--- src/svp_pkg.sv ---
package svp_pkg;
  // Fixed-point widths
  localparam int PH_W   = 16;            // Signed phasor component width
  localparam int PCT_W  = 14;            // Level in 0.01 %Un steps
  localparam int TIM_W  = 19;            // Time in 5 ms steps
  localparam int PRI_W  = 32;            // Primary volts in 0.1 V steps
  // Timing
  localparam int CLK_MHZ      = 200;
  localparam int CYCLE_US     = 5000;    // Processing cycle 5 ms
  localparam int CYCLE_CLKS   = CLK_MHZ * CYCLE_US;
  // Setting defaults
  localparam logic [PCT_W-1:0] USET_DEF  = 14'h2904; // 105.00 %Un
  localparam logic [PCT_W-1:0] UNDER_BLOCK_LEVEL_DEF  = 14'h01f4; // 5.00 %Un
  localparam logic [TIM_W-1:0] TDLY_DEF  = 19'h00008; // 0.040 s
  localparam logic [TIM_W-1:0] TREL_DEF  = 19'h0000c; // 0.060 s
  // Hysteresis ratios in percent
  localparam int HYS_OVER  = 97;
  localparam int HYS_UNDER = 103;
  localparam int PCT_DIV   = 100;
  // Rotation constants, Q1.15: cos120 = -0.5, sin120 = 0.866
  localparam logic signed [PH_W-1:0] COS120 = 16'hc000;
  localparam logic signed [PH_W-1:0] SIN120 = 16'h6ed9;
  localparam logic signed [PH_W:0]   THIRD  = 17'h02aab; // 1/3 in Q1.15
  // Force options
  typedef enum logic [1:0] {SVP_NORMAL, SVP_START, SVP_TRIP, SVP_BLOCKED} svp_force_e;
  // Wishbone map (byte offsets)
  localparam logic [7:0] A_CTRL   = 8'h00; // [0]neg [1]under [2]forceen [4:3]force [5]delrel
  localparam logic [7:0] A_USET   = 8'h04;
  localparam logic [7:0] A_UNDER_BLOCK_LEVEL   = 8'h08;
  localparam logic [7:0] A_TDLY   = 8'h0c;
  localparam logic [7:0] A_TREL   = 8'h10;
  localparam logic [7:0] A_VTSC   = 8'h14; // Primary 0.1 V per 1 %Un
  localparam logic [7:0] A_STAT   = 8'h18;
  localparam logic [7:0] A_MAG    = 8'h1c;
  localparam logic [7:0] A_REM    = 8'h20;
  localparam logic [7:0] A_EXP    = 8'h24;
  localparam logic [7:0] A_PRI    = 8'h28;
  localparam logic [31:0] CTRL_DEF = 32'h0000_0020;
  localparam logic [31:0] VTSC_DEF = 32'h0000_0064;
endpackage

--- src/svp_stage.sv ---
// Functional notes
// - positive sequence: third of rotated phasor sum
// - negative sequence: rotations of phases swapped
// - four fundamental channels, 5 ms refresh
// - selector picks positive or negative, positive default
// - force Normal/Start/Trip/Blocked when forcing enabled
// - direction selects over or under pick-up
// - pick-up level 0.01 %Un, default 105
// - compare magnitude with level in direction
// - over release below 97 percent
// - under release above 103 percent
// - under block level, default 5, under only
// - below block level, hold until all recover
// - block level zero disables blocking
// - blocking input sampled at cycle start
// - unblocked pick-up raises START and timing
// - blocked pick-up raises BLOCKED, nothing more
// - block during START drops START, release timing
// - remaining time to trip in 5 ms units
// - expected operating time in 5 ms units
// - pick-up level in primary 0.1 V units
// - zero delay trips with START, else delayed
`timescale 1ns/10ps
module svp_stage
  import svp_pkg::*;
#(
  parameter int CYCLE_CNT = svp_pkg::CYCLE_CLKS
) (
  input  wire logic                             clk_i,
  input  wire logic                             rst_i,
  input  wire logic signed [svp_pkg::PH_W-1:0]  ph1_re_i,
  input  wire logic signed [svp_pkg::PH_W-1:0]  ph1_im_i,
  input  wire logic signed [svp_pkg::PH_W-1:0]  ph2_re_i,
  input  wire logic signed [svp_pkg::PH_W-1:0]  ph2_im_i,
  input  wire logic signed [svp_pkg::PH_W-1:0]  ph3_re_i,
  input  wire logic signed [svp_pkg::PH_W-1:0]  ph3_im_i,
  input  wire logic        [svp_pkg::PCT_W-1:0] chan4_mag_i,
  input  wire logic        [svp_pkg::PCT_W-1:0] line_min_i,
  input  wire logic                             block_i,
  input  wire logic                             wb_cyc_i,
  input  wire logic                             wb_stb_i,
  input  wire logic                             wb_we_i,
  input  wire logic        [7:0]                wb_adr_i,
  input  wire logic        [3:0]                wb_sel_i,
  input  wire logic        [31:0]               wb_dat_i,
  output logic             [31:0]               wb_dat_o,
  output logic                                  wb_ack_o,
  output logic                                  start_o,
  output logic                                  trip_o,
  output logic                                  blocked_o
);
  import svp_pkg::*;

  // Input synchronisers for pin-level signals
  logic block_m_ff, block_s_ff;
  always_ff @(posedge clk_i) begin
    block_m_ff <= block_i;
    block_s_ff <= block_m_ff;
  end

  // Cycle tick divider
  logic [31:0] div_ff;
  logic        tick_ff;
  wire         div_end = (div_ff == 32'(CYCLE_CNT - 1));
  always_ff @(posedge clk_i) begin
    if (rst_i) begin
      div_ff  <= '0;
      tick_ff <= 1'b0;
    end else begin
      div_ff  <= div_end ? '0 : div_ff + 32'h1;
      tick_ff <= div_end;
    end
  end

  // Settings
  logic [31:0]      ctrl_ff, vtsc_ff;
  logic [PCT_W-1:0] uset_ff, under_block_level_ff;
  logic [TIM_W-1:0] tdly_ff, trel_ff;
  wire sel_neg   = ctrl_ff[0];
  wire dir_under = ctrl_ff[1];
  wire force_en  = ctrl_ff[2];
  wire del_rel   = ctrl_ff[5];
  svp_force_e force_sel;
  assign force_sel = svp_force_e'(ctrl_ff[4:3]);

  // Rotate a phasor by +120 or +240 degrees, Q1.15 products
  function automatic logic signed [PH_W+1:0] rot_part(input logic signed [PH_W-1:0] a,
                                                      input logic signed [PH_W-1:0] b,
                                                      input logic neg);
    logic signed [2*PH_W-1:0] pa, pb;
    pa = a * COS120;
    pb = b * SIN120;
    rot_part = neg ? (PH_W+2)'((pa + pb) >>> (PH_W-1)) : (PH_W+2)'((pa - pb) >>> (PH_W-1));
  endfunction

  // Sequence sums: re' = a*cos - b*sin, im' = b*cos + a*sin
  wire logic signed [PH_W+1:0] r2p_re = rot_part(ph2_re_i, ph2_im_i, 1'b0);
  wire logic signed [PH_W+1:0] r2n_re = rot_part(ph2_re_i, ph2_im_i, 1'b1);
  wire logic signed [PH_W+1:0] r3p_re = rot_part(ph3_re_i, ph3_im_i, 1'b1);
  wire logic signed [PH_W+1:0] r3n_re = rot_part(ph3_re_i, ph3_im_i, 1'b0);
  // Imag of x rotated +120: xi*cos + xr*sin; rotated +240: xi*cos - xr*sin
  function automatic logic signed [PH_W+1:0] rot_im(input logic signed [PH_W-1:0] re,
                                                    input logic signed [PH_W-1:0] im,
                                                    input logic plus);
    logic signed [2*PH_W-1:0] pa, pb;
    pa = im * COS120;
    pb = re * SIN120;
    rot_im = plus ? (PH_W+2)'((pa + pb) >>> (PH_W-1)) : (PH_W+2)'((pa - pb) >>> (PH_W-1));
  endfunction
  wire logic signed [PH_W+1:0] i2p = rot_im(ph2_re_i, ph2_im_i, 1'b1);
  wire logic signed [PH_W+1:0] i2n = rot_im(ph2_re_i, ph2_im_i, 1'b0);
  wire logic signed [PH_W+1:0] i3p = rot_im(ph3_re_i, ph3_im_i, 1'b0);
  wire logic signed [PH_W+1:0] i3n = rot_im(ph3_re_i, ph3_im_i, 1'b1);
  wire logic signed [PH_W+1:0] p1r = {{2{ph1_re_i[PH_W-1]}}, ph1_re_i};
  wire logic signed [PH_W+1:0] p1i = {{2{ph1_im_i[PH_W-1]}}, ph1_im_i};
  wire logic signed [PH_W+1:0] pos_re = p1r + r2p_re + r3p_re;
  wire logic signed [PH_W+1:0] pos_im = p1i + i2p + i3p;
  wire logic signed [PH_W+1:0] neg_re = p1r + r2n_re + r3n_re;
  wire logic signed [PH_W+1:0] neg_im = p1i + i2n + i3n;
  wire logic signed [PH_W+1:0] sel_re = sel_neg ? neg_re : pos_re;
  wire logic signed [PH_W+1:0] sel_im = sel_neg ? neg_im : pos_im;

  // Magnitude approximation max + 3/8 min, then divide by three
  function automatic logic [PH_W+1:0] mag_est(input logic signed [PH_W+1:0] re,
                                               input logic signed [PH_W+1:0] im);
    logic [PH_W+1:0] ar, ai, mx, mn;
    ar = re[PH_W+1] ? PH_W'(0) - re : re;
    ai = im[PH_W+1] ? PH_W'(0) - im : im;
    mx = (ar > ai) ? ar : ai;
    mn = (ar > ai) ? ai : ar;
    mag_est = mx + (mn >> 2) + (mn >> 3);
  endfunction
  wire logic [PH_W+1:0]   raw_mag = mag_est(sel_re, sel_im);
  wire logic [2*PH_W+2:0] mag_prod = raw_mag * THIRD;
  // Magnitude scaled so one LSB is 0.01 %Un
  wire logic [PCT_W-1:0]  calc_mag = (mag_prod[2*PH_W+2:PH_W-1] > {PCT_W{1'b1}}) ? {PCT_W{1'b1}}
                                     : PCT_W'(mag_prod[2*PH_W+2:PH_W-1]);

  // Comparison thresholds with fixed hysteresis
  wire logic [PCT_W+7:0] mag_x100 = calc_mag * 8'(PCT_DIV);
  wire logic [PCT_W+7:0] set_x97  = uset_ff * 8'(HYS_OVER);
  wire logic [PCT_W+7:0] set_x103 = uset_ff * 8'(HYS_UNDER);
  wire over_hit  = calc_mag > uset_ff;
  wire under_hit = calc_mag < uset_ff;
  wire over_rel  = mag_x100 < set_x97;
  wire under_rel = mag_x100 > set_x103;
  wire blk_arm   = dir_under && (under_block_level_ff != '0);
  wire blk_low   = blk_arm && (calc_mag < under_block_level_ff);
  wire all_up    = line_min_i > uset_ff;

  // Stage state
  logic             pick_ff, uvblk_ff, blk_smp_ff;
  logic             start_ff, trip_ff, blkd_ff;
  logic [TIM_W-1:0] opcnt_ff, relcnt_ff;
  logic             nxt_pick, nxt_uvblk;
  always_comb begin
    nxt_pick = pick_ff;
    if (!pick_ff)
      nxt_pick = dir_under ? under_hit : over_hit;
    else
      nxt_pick = dir_under ? !under_rel : !over_rel;
    nxt_uvblk = blk_low | (uvblk_ff & blk_arm & !all_up);
  end
  wire eff_pick = nxt_pick && !nxt_uvblk;
  wire run_ok   = eff_pick && !blk_smp_ff;
  wire rem_zero = (opcnt_ff >= tdly_ff);
  wire in_rel   = start_ff && !run_ok && del_rel && (relcnt_ff != '0);

  // Evaluation on each cycle tick
  always_ff @(posedge clk_i) begin
    if (rst_i) begin
      pick_ff    <= 1'b0;
      uvblk_ff   <= 1'b0;
      blk_smp_ff <= 1'b0;
      start_ff   <= 1'b0;
      trip_ff    <= 1'b0;
      blkd_ff    <= 1'b0;
      opcnt_ff   <= '0;
      relcnt_ff  <= '0;
    end else if (tick_ff) begin
      blk_smp_ff <= block_s_ff;
      pick_ff    <= nxt_pick;
      uvblk_ff   <= nxt_uvblk;
      blkd_ff    <= eff_pick && block_s_ff;
      if (eff_pick && !block_s_ff) begin
        start_ff  <= 1'b1;
        relcnt_ff <= trel_ff;
        opcnt_ff  <= rem_zero ? opcnt_ff : opcnt_ff + TIM_W'(1);
        trip_ff   <= rem_zero;
      end else if (start_ff && del_rel && relcnt_ff > TIM_W'(1)) begin
        relcnt_ff <= relcnt_ff - TIM_W'(1);
        trip_ff   <= 1'b0;
      end else begin
        start_ff  <= 1'b0;
        trip_ff   <= 1'b0;
        relcnt_ff <= '0;
        opcnt_ff  <= '0;
      end
    end
  end

  // Forced status overrides
  wire f_on = force_en && (force_sel != SVP_NORMAL);
  always_ff @(posedge clk_i) begin
    if (rst_i) begin
      start_o   <= 1'b0;
      trip_o    <= 1'b0;
      blocked_o <= 1'b0;
    end else begin
      start_o   <= f_on ? (force_sel == SVP_START || force_sel == SVP_TRIP) : start_ff;
      trip_o    <= f_on ? (force_sel == SVP_TRIP) : trip_ff;
      blocked_o <= f_on ? (force_sel == SVP_BLOCKED) : blkd_ff;
    end
  end

  // Info values
  wire logic [TIM_W-1:0] rem_time = rem_zero ? '0 : tdly_ff - opcnt_ff;
  wire logic [TIM_W-1:0] exp_time = tdly_ff;
  wire logic [47:0]      pri_full = uset_ff * vtsc_ff;
  wire logic [31:0]      pri_volt = 32'(pri_full / 48'(PCT_DIV));
  wire logic             unused_ok = in_rel | (|chan4_mag_i);

  // Wishbone decode
  wire wb_req = wb_cyc_i && wb_stb_i && !wb_ack_o;
  wire wb_wr  = wb_req && wb_we_i && (&wb_sel_i);
  logic [31:0] rd_mux;
  always_comb begin
    case (wb_adr_i)
      A_CTRL:  rd_mux = ctrl_ff;
      A_USET:  rd_mux = 32'(uset_ff);
      A_UNDER_BLOCK_LEVEL:  rd_mux = 32'(under_block_level_ff);
      A_TDLY:  rd_mux = 32'(tdly_ff);
      A_TREL:  rd_mux = 32'(trel_ff);
      A_VTSC:  rd_mux = vtsc_ff;
      A_STAT:  rd_mux = {26'h0, uvblk_ff, pick_ff, blk_smp_ff, blkd_ff, trip_ff, start_ff};
      A_MAG:   rd_mux = 32'(calc_mag);
      A_REM:   rd_mux = 32'(rem_time);
      A_EXP:   rd_mux = 32'(exp_time);
      A_PRI:   rd_mux = pri_volt;
      default: rd_mux = 32'h0;
    endcase
  end
  always_ff @(posedge clk_i) begin
    if (rst_i) begin
      ctrl_ff  <= CTRL_DEF;
      uset_ff  <= USET_DEF;
      under_block_level_ff  <= UNDER_BLOCK_LEVEL_DEF;
      tdly_ff  <= TDLY_DEF;
      trel_ff  <= TREL_DEF;
      vtsc_ff  <= VTSC_DEF;
      wb_ack_o <= 1'b0;
      wb_dat_o <= 32'h0;
    end else begin
      wb_ack_o <= wb_req;
      wb_dat_o <= wb_req ? rd_mux : 32'h0;
      if (wb_wr) begin
        case (wb_adr_i)
          A_CTRL:  ctrl_ff <= {26'h0, wb_dat_i[5:0]};
          A_USET:  uset_ff <= wb_dat_i[PCT_W-1:0];
          A_UNDER_BLOCK_LEVEL:  under_block_level_ff <= wb_dat_i[PCT_W-1:0];
          A_TDLY:  tdly_ff <= wb_dat_i[TIM_W-1:0];
          A_TREL:  trel_ff <= wb_dat_i[TIM_W-1:0];
          A_VTSC:  vtsc_ff <= wb_dat_i;
          default: ctrl_ff <= ctrl_ff;
        endcase
      end
    end
  end

  // Checks
  property p_zero_delay_trip;
    @(posedge clk_i) disable iff (rst_i)
      (tick_ff && tdly_ff == '0 && eff_pick && !block_s_ff && !f_on) |=> ##1 trip_o;
  endproperty
  a_zero_delay_trip: assert property (p_zero_delay_trip) else $error("zero delay no trip");
  property p_blocked_no_start;
    @(posedge clk_i) disable iff (rst_i)
      (tick_ff && eff_pick && block_s_ff && !start_ff) |=> !start_ff && blkd_ff;
  endproperty
  a_blocked_no_start: assert property (p_blocked_no_start) else $error("blocked pickup started");
  property p_tick_period;
    @(posedge clk_i) disable iff (rst_i) tick_ff |=> !tick_ff;
  endproperty
  a_tick_period: assert property (p_tick_period) else $error("tick too long");
  property p_trip_needs_start;
    @(posedge clk_i) disable iff (rst_i) trip_ff |-> start_ff;
  endproperty
  a_trip_needs_start: assert property (p_trip_needs_start) else $error("trip without start");
  property p_state_hold;
    @(posedge clk_i) disable iff (rst_i) !tick_ff |=> $stable(start_ff) && $stable(trip_ff);
  endproperty
  a_state_hold: assert property (p_state_hold) else $error("state moved off tick");

  // Unblocked pick-up raises START on the tick
  property p_start_raise;
    @(posedge clk_i) disable iff (rst_i)
      (tick_ff && eff_pick && !block_s_ff) |=> start_ff;
  endproperty
  a_start_raise: assert property (p_start_raise) else $error("pickup did not start");

  // Nonzero delay never trips together with START
  property p_nonzero_delay;
    @(posedge clk_i) disable iff (rst_i)
      (tick_ff && !start_ff && eff_pick && !block_s_ff && tdly_ff != '0) |=> (start_ff && !trip_ff);
  endproperty
  a_nonzero_delay: assert property (p_nonzero_delay) else $error("delayed trip came early");

  // Block during START without delayed release drops START
  property p_block_drops_start;
    @(posedge clk_i) disable iff (rst_i)
      (tick_ff && start_ff && block_s_ff && !del_rel) |=> !start_ff;
  endproperty
  a_block_drops_start: assert property (p_block_drops_start) else $error("start kept under block");

  // Blocking level latched on every tick
  property p_block_sample;
    @(posedge clk_i) disable iff (rst_i)
      tick_ff |=> (blk_smp_ff == $past(block_s_ff));
  endproperty
  a_block_sample: assert property (p_block_sample) else $error("block not sampled on tick");

  // Forced trip shows START and TRIP only
  property p_force_trip;
    @(posedge clk_i) disable iff (rst_i)
      (f_on && force_sel == SVP_TRIP) |=> (start_o && trip_o && !blocked_o);
  endproperty
  a_force_trip: assert property (p_force_trip) else $error("forced trip not shown");

  // Forced block shows BLOCKED only
  property p_force_block;
    @(posedge clk_i) disable iff (rst_i)
      (f_on && force_sel == SVP_BLOCKED) |=> (blocked_o && !start_o && !trip_o);
  endproperty
  a_force_block: assert property (p_force_block) else $error("forced block not shown");

  // Over direction releases below the lower ratio
  property p_over_release;
    @(posedge clk_i) disable iff (rst_i)
      (tick_ff && !dir_under && pick_ff && over_rel) |=> !pick_ff;
  endproperty
  a_over_release: assert property (p_over_release) else $error("over pickup not released");

  // Over direction holds inside the hysteresis band
  property p_over_hold;
    @(posedge clk_i) disable iff (rst_i)
      (tick_ff && !dir_under && pick_ff && !over_rel) |=> pick_ff;
  endproperty
  a_over_hold: assert property (p_over_hold) else $error("over pickup released early");

  // Under direction releases above the upper ratio
  property p_under_release;
    @(posedge clk_i) disable iff (rst_i)
      (tick_ff && dir_under && pick_ff && under_rel) |=> !pick_ff;
  endproperty
  a_under_release: assert property (p_under_release) else $error("under pickup not released");

  // Undervoltage block held until all lines recover
  property p_uvblk_hold;
    @(posedge clk_i) disable iff (rst_i)
      (tick_ff && uvblk_ff && blk_arm && !all_up) |=> uvblk_ff;
  endproperty
  a_uvblk_hold: assert property (p_uvblk_hold) else $error("under block dropped early");

  // Undervoltage block keeps the stage from starting
  property p_uvblk_no_start;
    @(posedge clk_i) disable iff (rst_i)
      (tick_ff && nxt_uvblk && !start_ff) |=> (!start_ff && !trip_ff);
  endproperty
  a_uvblk_no_start: assert property (p_uvblk_no_start) else $error("started under block");

  // Zero block level leaves the block clear
  property p_zero_level_off;
    @(posedge clk_i) disable iff (rst_i)
      (tick_ff && under_block_level_ff == '0) |=> !uvblk_ff;
  endproperty
  a_zero_level_off: assert property (p_zero_level_off) else $error("block set at zero level");
endmodule

--- config.mk ---
export PLATFORM = sky130hd
export DESIGN_NAME = svp_stage
export DESIGN_NICKNAME = d
export VERILOG_FILES = /design/src/svp_pkg.sv /design/src/svp_stage.sv
export SDC_FILE = /design/constraint.sdc
export NUM_CORES = 2
export LEC_CHECK = 0
export BUFFER_PORTS_ARGS = -buffer_cell sky130_fd_sc_hd__buf_2
export CAP_MARGIN = 20
export CORE_MARGIN = 5
export CORE_UTILIZATION = 66
export CTS_CLUSTER_DIAMETER = 200
export DETAILED_ROUTE_END_ITERATION = 8
export GPL_TIMING_DRIVEN = 1
export PLACE_DENSITY_LB_ADDON = 0.08
export SLEW_MARGIN = 20
export SYNTH_ARGS = -nofsm -noshare
export SYNTH_HDL_FRONTEND = slang
export SYNTH_SLANG_ARGS = --single-unit
--- constraint.sdc ---
create_clock -name clk_i -period 37.7 [get_ports clk_i]
set_input_delay 3.77 -clock clk_i [delete_from_list [all_inputs] [get_ports clk_i]]
set_output_delay 3.77 -clock clk_i [all_outputs]
set_load 0.01 [all_outputs]
==> flow_metrics.tcl <==
set metrics [dict create \
    run_status "complete, no violations" \
    start_kind "register" \
    clockBufferDepth 3 \
    hpwl_mm 179.4 \
    regArea_um2 4385 \
    synth_edf_count 0 \
    avgRoutedWirePerCell_um 19.79 \
    fin_tns_setup_ps 0 \
    met2_usage_pct 58.70 \
    cp_slowest_cell "xnor2_1" \
    multi_input_area_um2 67070 \
    clock.fmax_mhz 28.06 \
    grt_overflow 0 \
    port_buffers 195 \
    cts_buffers 24 \
    grt_use_met3_pct 3.568 \
    insertion_delay_ps 600 \
    io_pins 210 \
    antenna_found_initial 8 \
    yosys_warnings 0 \
    met1_usage_pct 43.17 \
    preCtsSetupSlack_ps 2408 \
    ys_ff_latch 219 \
    layout_setup_ws_ps 2061 \
    cpPeakStageDelay_ps 900 \
    synthArstFlopShare_pct 0 \
    vias 64750 \
    maxCapViolations 0 \
    rsz0062_at_grt "false" \
    finalSetupViolCount 0 \
    cts_tree "done" \
    ys_types 148 \
    dieArea_um2 126500 \
    critPathLaunch "uset_ff[9]" \
    worst_slew_margin_rel_pct 20.18 \
    drive_gt1_share_pct 5.152 \
    grt_pass1_wl_mm 345.4 \
    path_common_cell "fa_1" \
    crit_required_ps 38170 \
    grt_pass1_vias 65910 \
    cp-end-kind "register" \
    cts.sinks 219 \
    synth-seq-area-share_pct 5.557 \
    die_w_um 355.7 \
    path_clk_slew_ps 70 \
    hp-start "block_m_ff" \
    crit_fanout 32 \
    hold_viol_final 0 \
    nFillCells 9681 \
    area_growth_pct 3.957 \
    viasPerCell 5.992 \
    wl_mm 213.9 \
    arrival_ps 36110 \
    clock_skew_ps 40.06 \
    worstMarginPinSlew_ps 1195 \
    synthCells 9164 \
    die_h_um 355.7 \
    place.gp.congestion 0.9583 \
    nets 11670 \
    drt_pass1_iterations 9 \
    start_util_pct 66.63 \
    cts_hold_buf 0 \
    ctsResizeCount 0 \
    ant_nets 0 \
    synth_area_um2 78890 \
    reg2reg_from "uset_ff[9]" \
    slew_violations 0 \
    drc 0 \
    coreArea_um2 118400 \
    grt_max_degree 93 \
    syn_area_per_cell_um2 8.609 \
    grt-busiest-layer "met2" \
    finalCriticalPeriod_ps 35640 \
    drt-initial-drc-count 4851 \
    clock-root-buffer "clkbuf_16" \
    synth_ff_type "dfxtp_1" \
    critPathKind "register to register" \
    std_cell_rows 126 \
    cts_max_level 1 \
    synth_nets 11650 \
    period_share_pct 94.53 \
    cts_setup_buffers 0 \
    min_path_type "register to register" \
    groute.usage.overall_pct 33.66 \
]
-- kinds of logic after synthesis --
logic type | count (synthesis) | synth area share, %
DFF | 219 | 5.557
AOI/OAI and AO/OA | 1884 | 16.66
buffers and inverters | 1937 | 9.502
muxes | 116 | 1.535
adders and majority gates | 2314 | 46.88
and+or+nand+nor | 2025 | 12.35
xor gates and xnor gates | 669 | 7.513
-- final cells by class --
class | instances | area share [%]
multi-input combinational | 7008 | 81.78
inverter | 1681 | 7.694
sequential | 219 | 5.347
tap | 1600 | 2.441
timing repair buffer | 251 | 1.710
clock buffer | 31 | 0.8132
clock inverter | 11 | 0.1953
antenna | 5 | 0.01526
-- worst paths after layout --
| path | slack (ps) | cells after the start | to |
|---|---|---|---|
| worst min register to register | 330 | 0 | block_s_ff |
| worst max-delay path | 2060 | 103 | wb_dat_o[0] |
| worst min-delay path | 330 | 0 | block_s_ff |
| worst max register to register | 2060 | 103 | wb_dat_o[0] |
-- layer usage --
metal	vias to the layer above	routed length, um	share of wire, %
met5	-	27	0.013
met4	4	10260	4.8
met3	483	13700	6.4
met2	2161	103400	48
met1	31620	86470	40
li1	30480	-	-
-- synth_stat cells, types with 47 or more instances --
cell type  number  area share [%]
inv_1        1680             8.0
ha_1         1235              20
fa_1         1072              27
nand2_1       753             3.6
a21oi_1       590             3.7
xnor2_1       548             6.1
nor2_1        414             2.0
o21bai_1      280             2.7
and2_1        221             1.8
dfxtp_1       219             5.6
o21ai_0       182             1.2
clkbuf_1      180            0.86
xor2_1        115             1.3
nand3_1       107            0.68
nor3_1        103            0.65
a21o_1         95            0.90
mux2i_1        92             1.2
nand4_1        83            0.66
o211ai_1       67            0.64
nand2b_1       60            0.48
and3_1         47            0.37
o21ai_1        47            0.30
-- sequential cells by signal (all words and copies together) (netlist names), 6 cells and up --
signal                flops
relcnt_ff                19
trel_ff                  19
under_block_level_ff     14
opcnt_ff                 19
vtsc_ff                  32
div_ff                   32
uset_ff                  14
exp_time                 19
wb_dat_o                 32
ctrl_ff                   6
-- worst max-delay path, delay by kind of cell (launching register included) --
kind,cells,cell delay (ps)
fa+ha+maj,7,3740
simple gates,24,6250
xor+xnor,6,2960
flops,1,660
compound gates,58,19600
mux,3,1430
buf+inv,5,850
-- placed cells by master, fill, tap and decap left out, drive strengths merged, types with 27 or more instances in the layout --
cell	netlist	layout
inv	1681	1684
ha	1235	1235
fa	1072	1072
nand2	755	755
a21oi	601	601
xnor2	552	552
nor2	419	419
o21bai	281	281
buf	73	251
o21ai	238	238
and2	224	224
dfxtp	219	219
xor2	117	117
nor3	112	112
nand3	107	107
a21o	96	96
mux2i	95	95
nand4	83	83
o211ai	69	69
a211oi	66	66
nand2b	60	60
and3	47	47
a31oi	46	46
a22oi	45	45
nor4	45	45
o21a	43	43
or3	38	38
nor2b	37	37
clkbuf	180	31
o31ai	30	30
or2	27	27
-- stage by stage --
stage	instances	hold slack, ps	instance area [um^2]	utilization, %
after floorplan	9164	309.6	78890	-
after global placement	10760	312.1	81130	68.52
after detailed placement	10760	321.2	81140	68.53
after CTS	10800	334.1	81970	69.23
after global routing	10800	339.6	82010	69.26
final	10810	331.9	82010	69.27
Power is not shown: default switching activity piles up to over one toggle a cycle in this logic, so the estimate is an artifact.
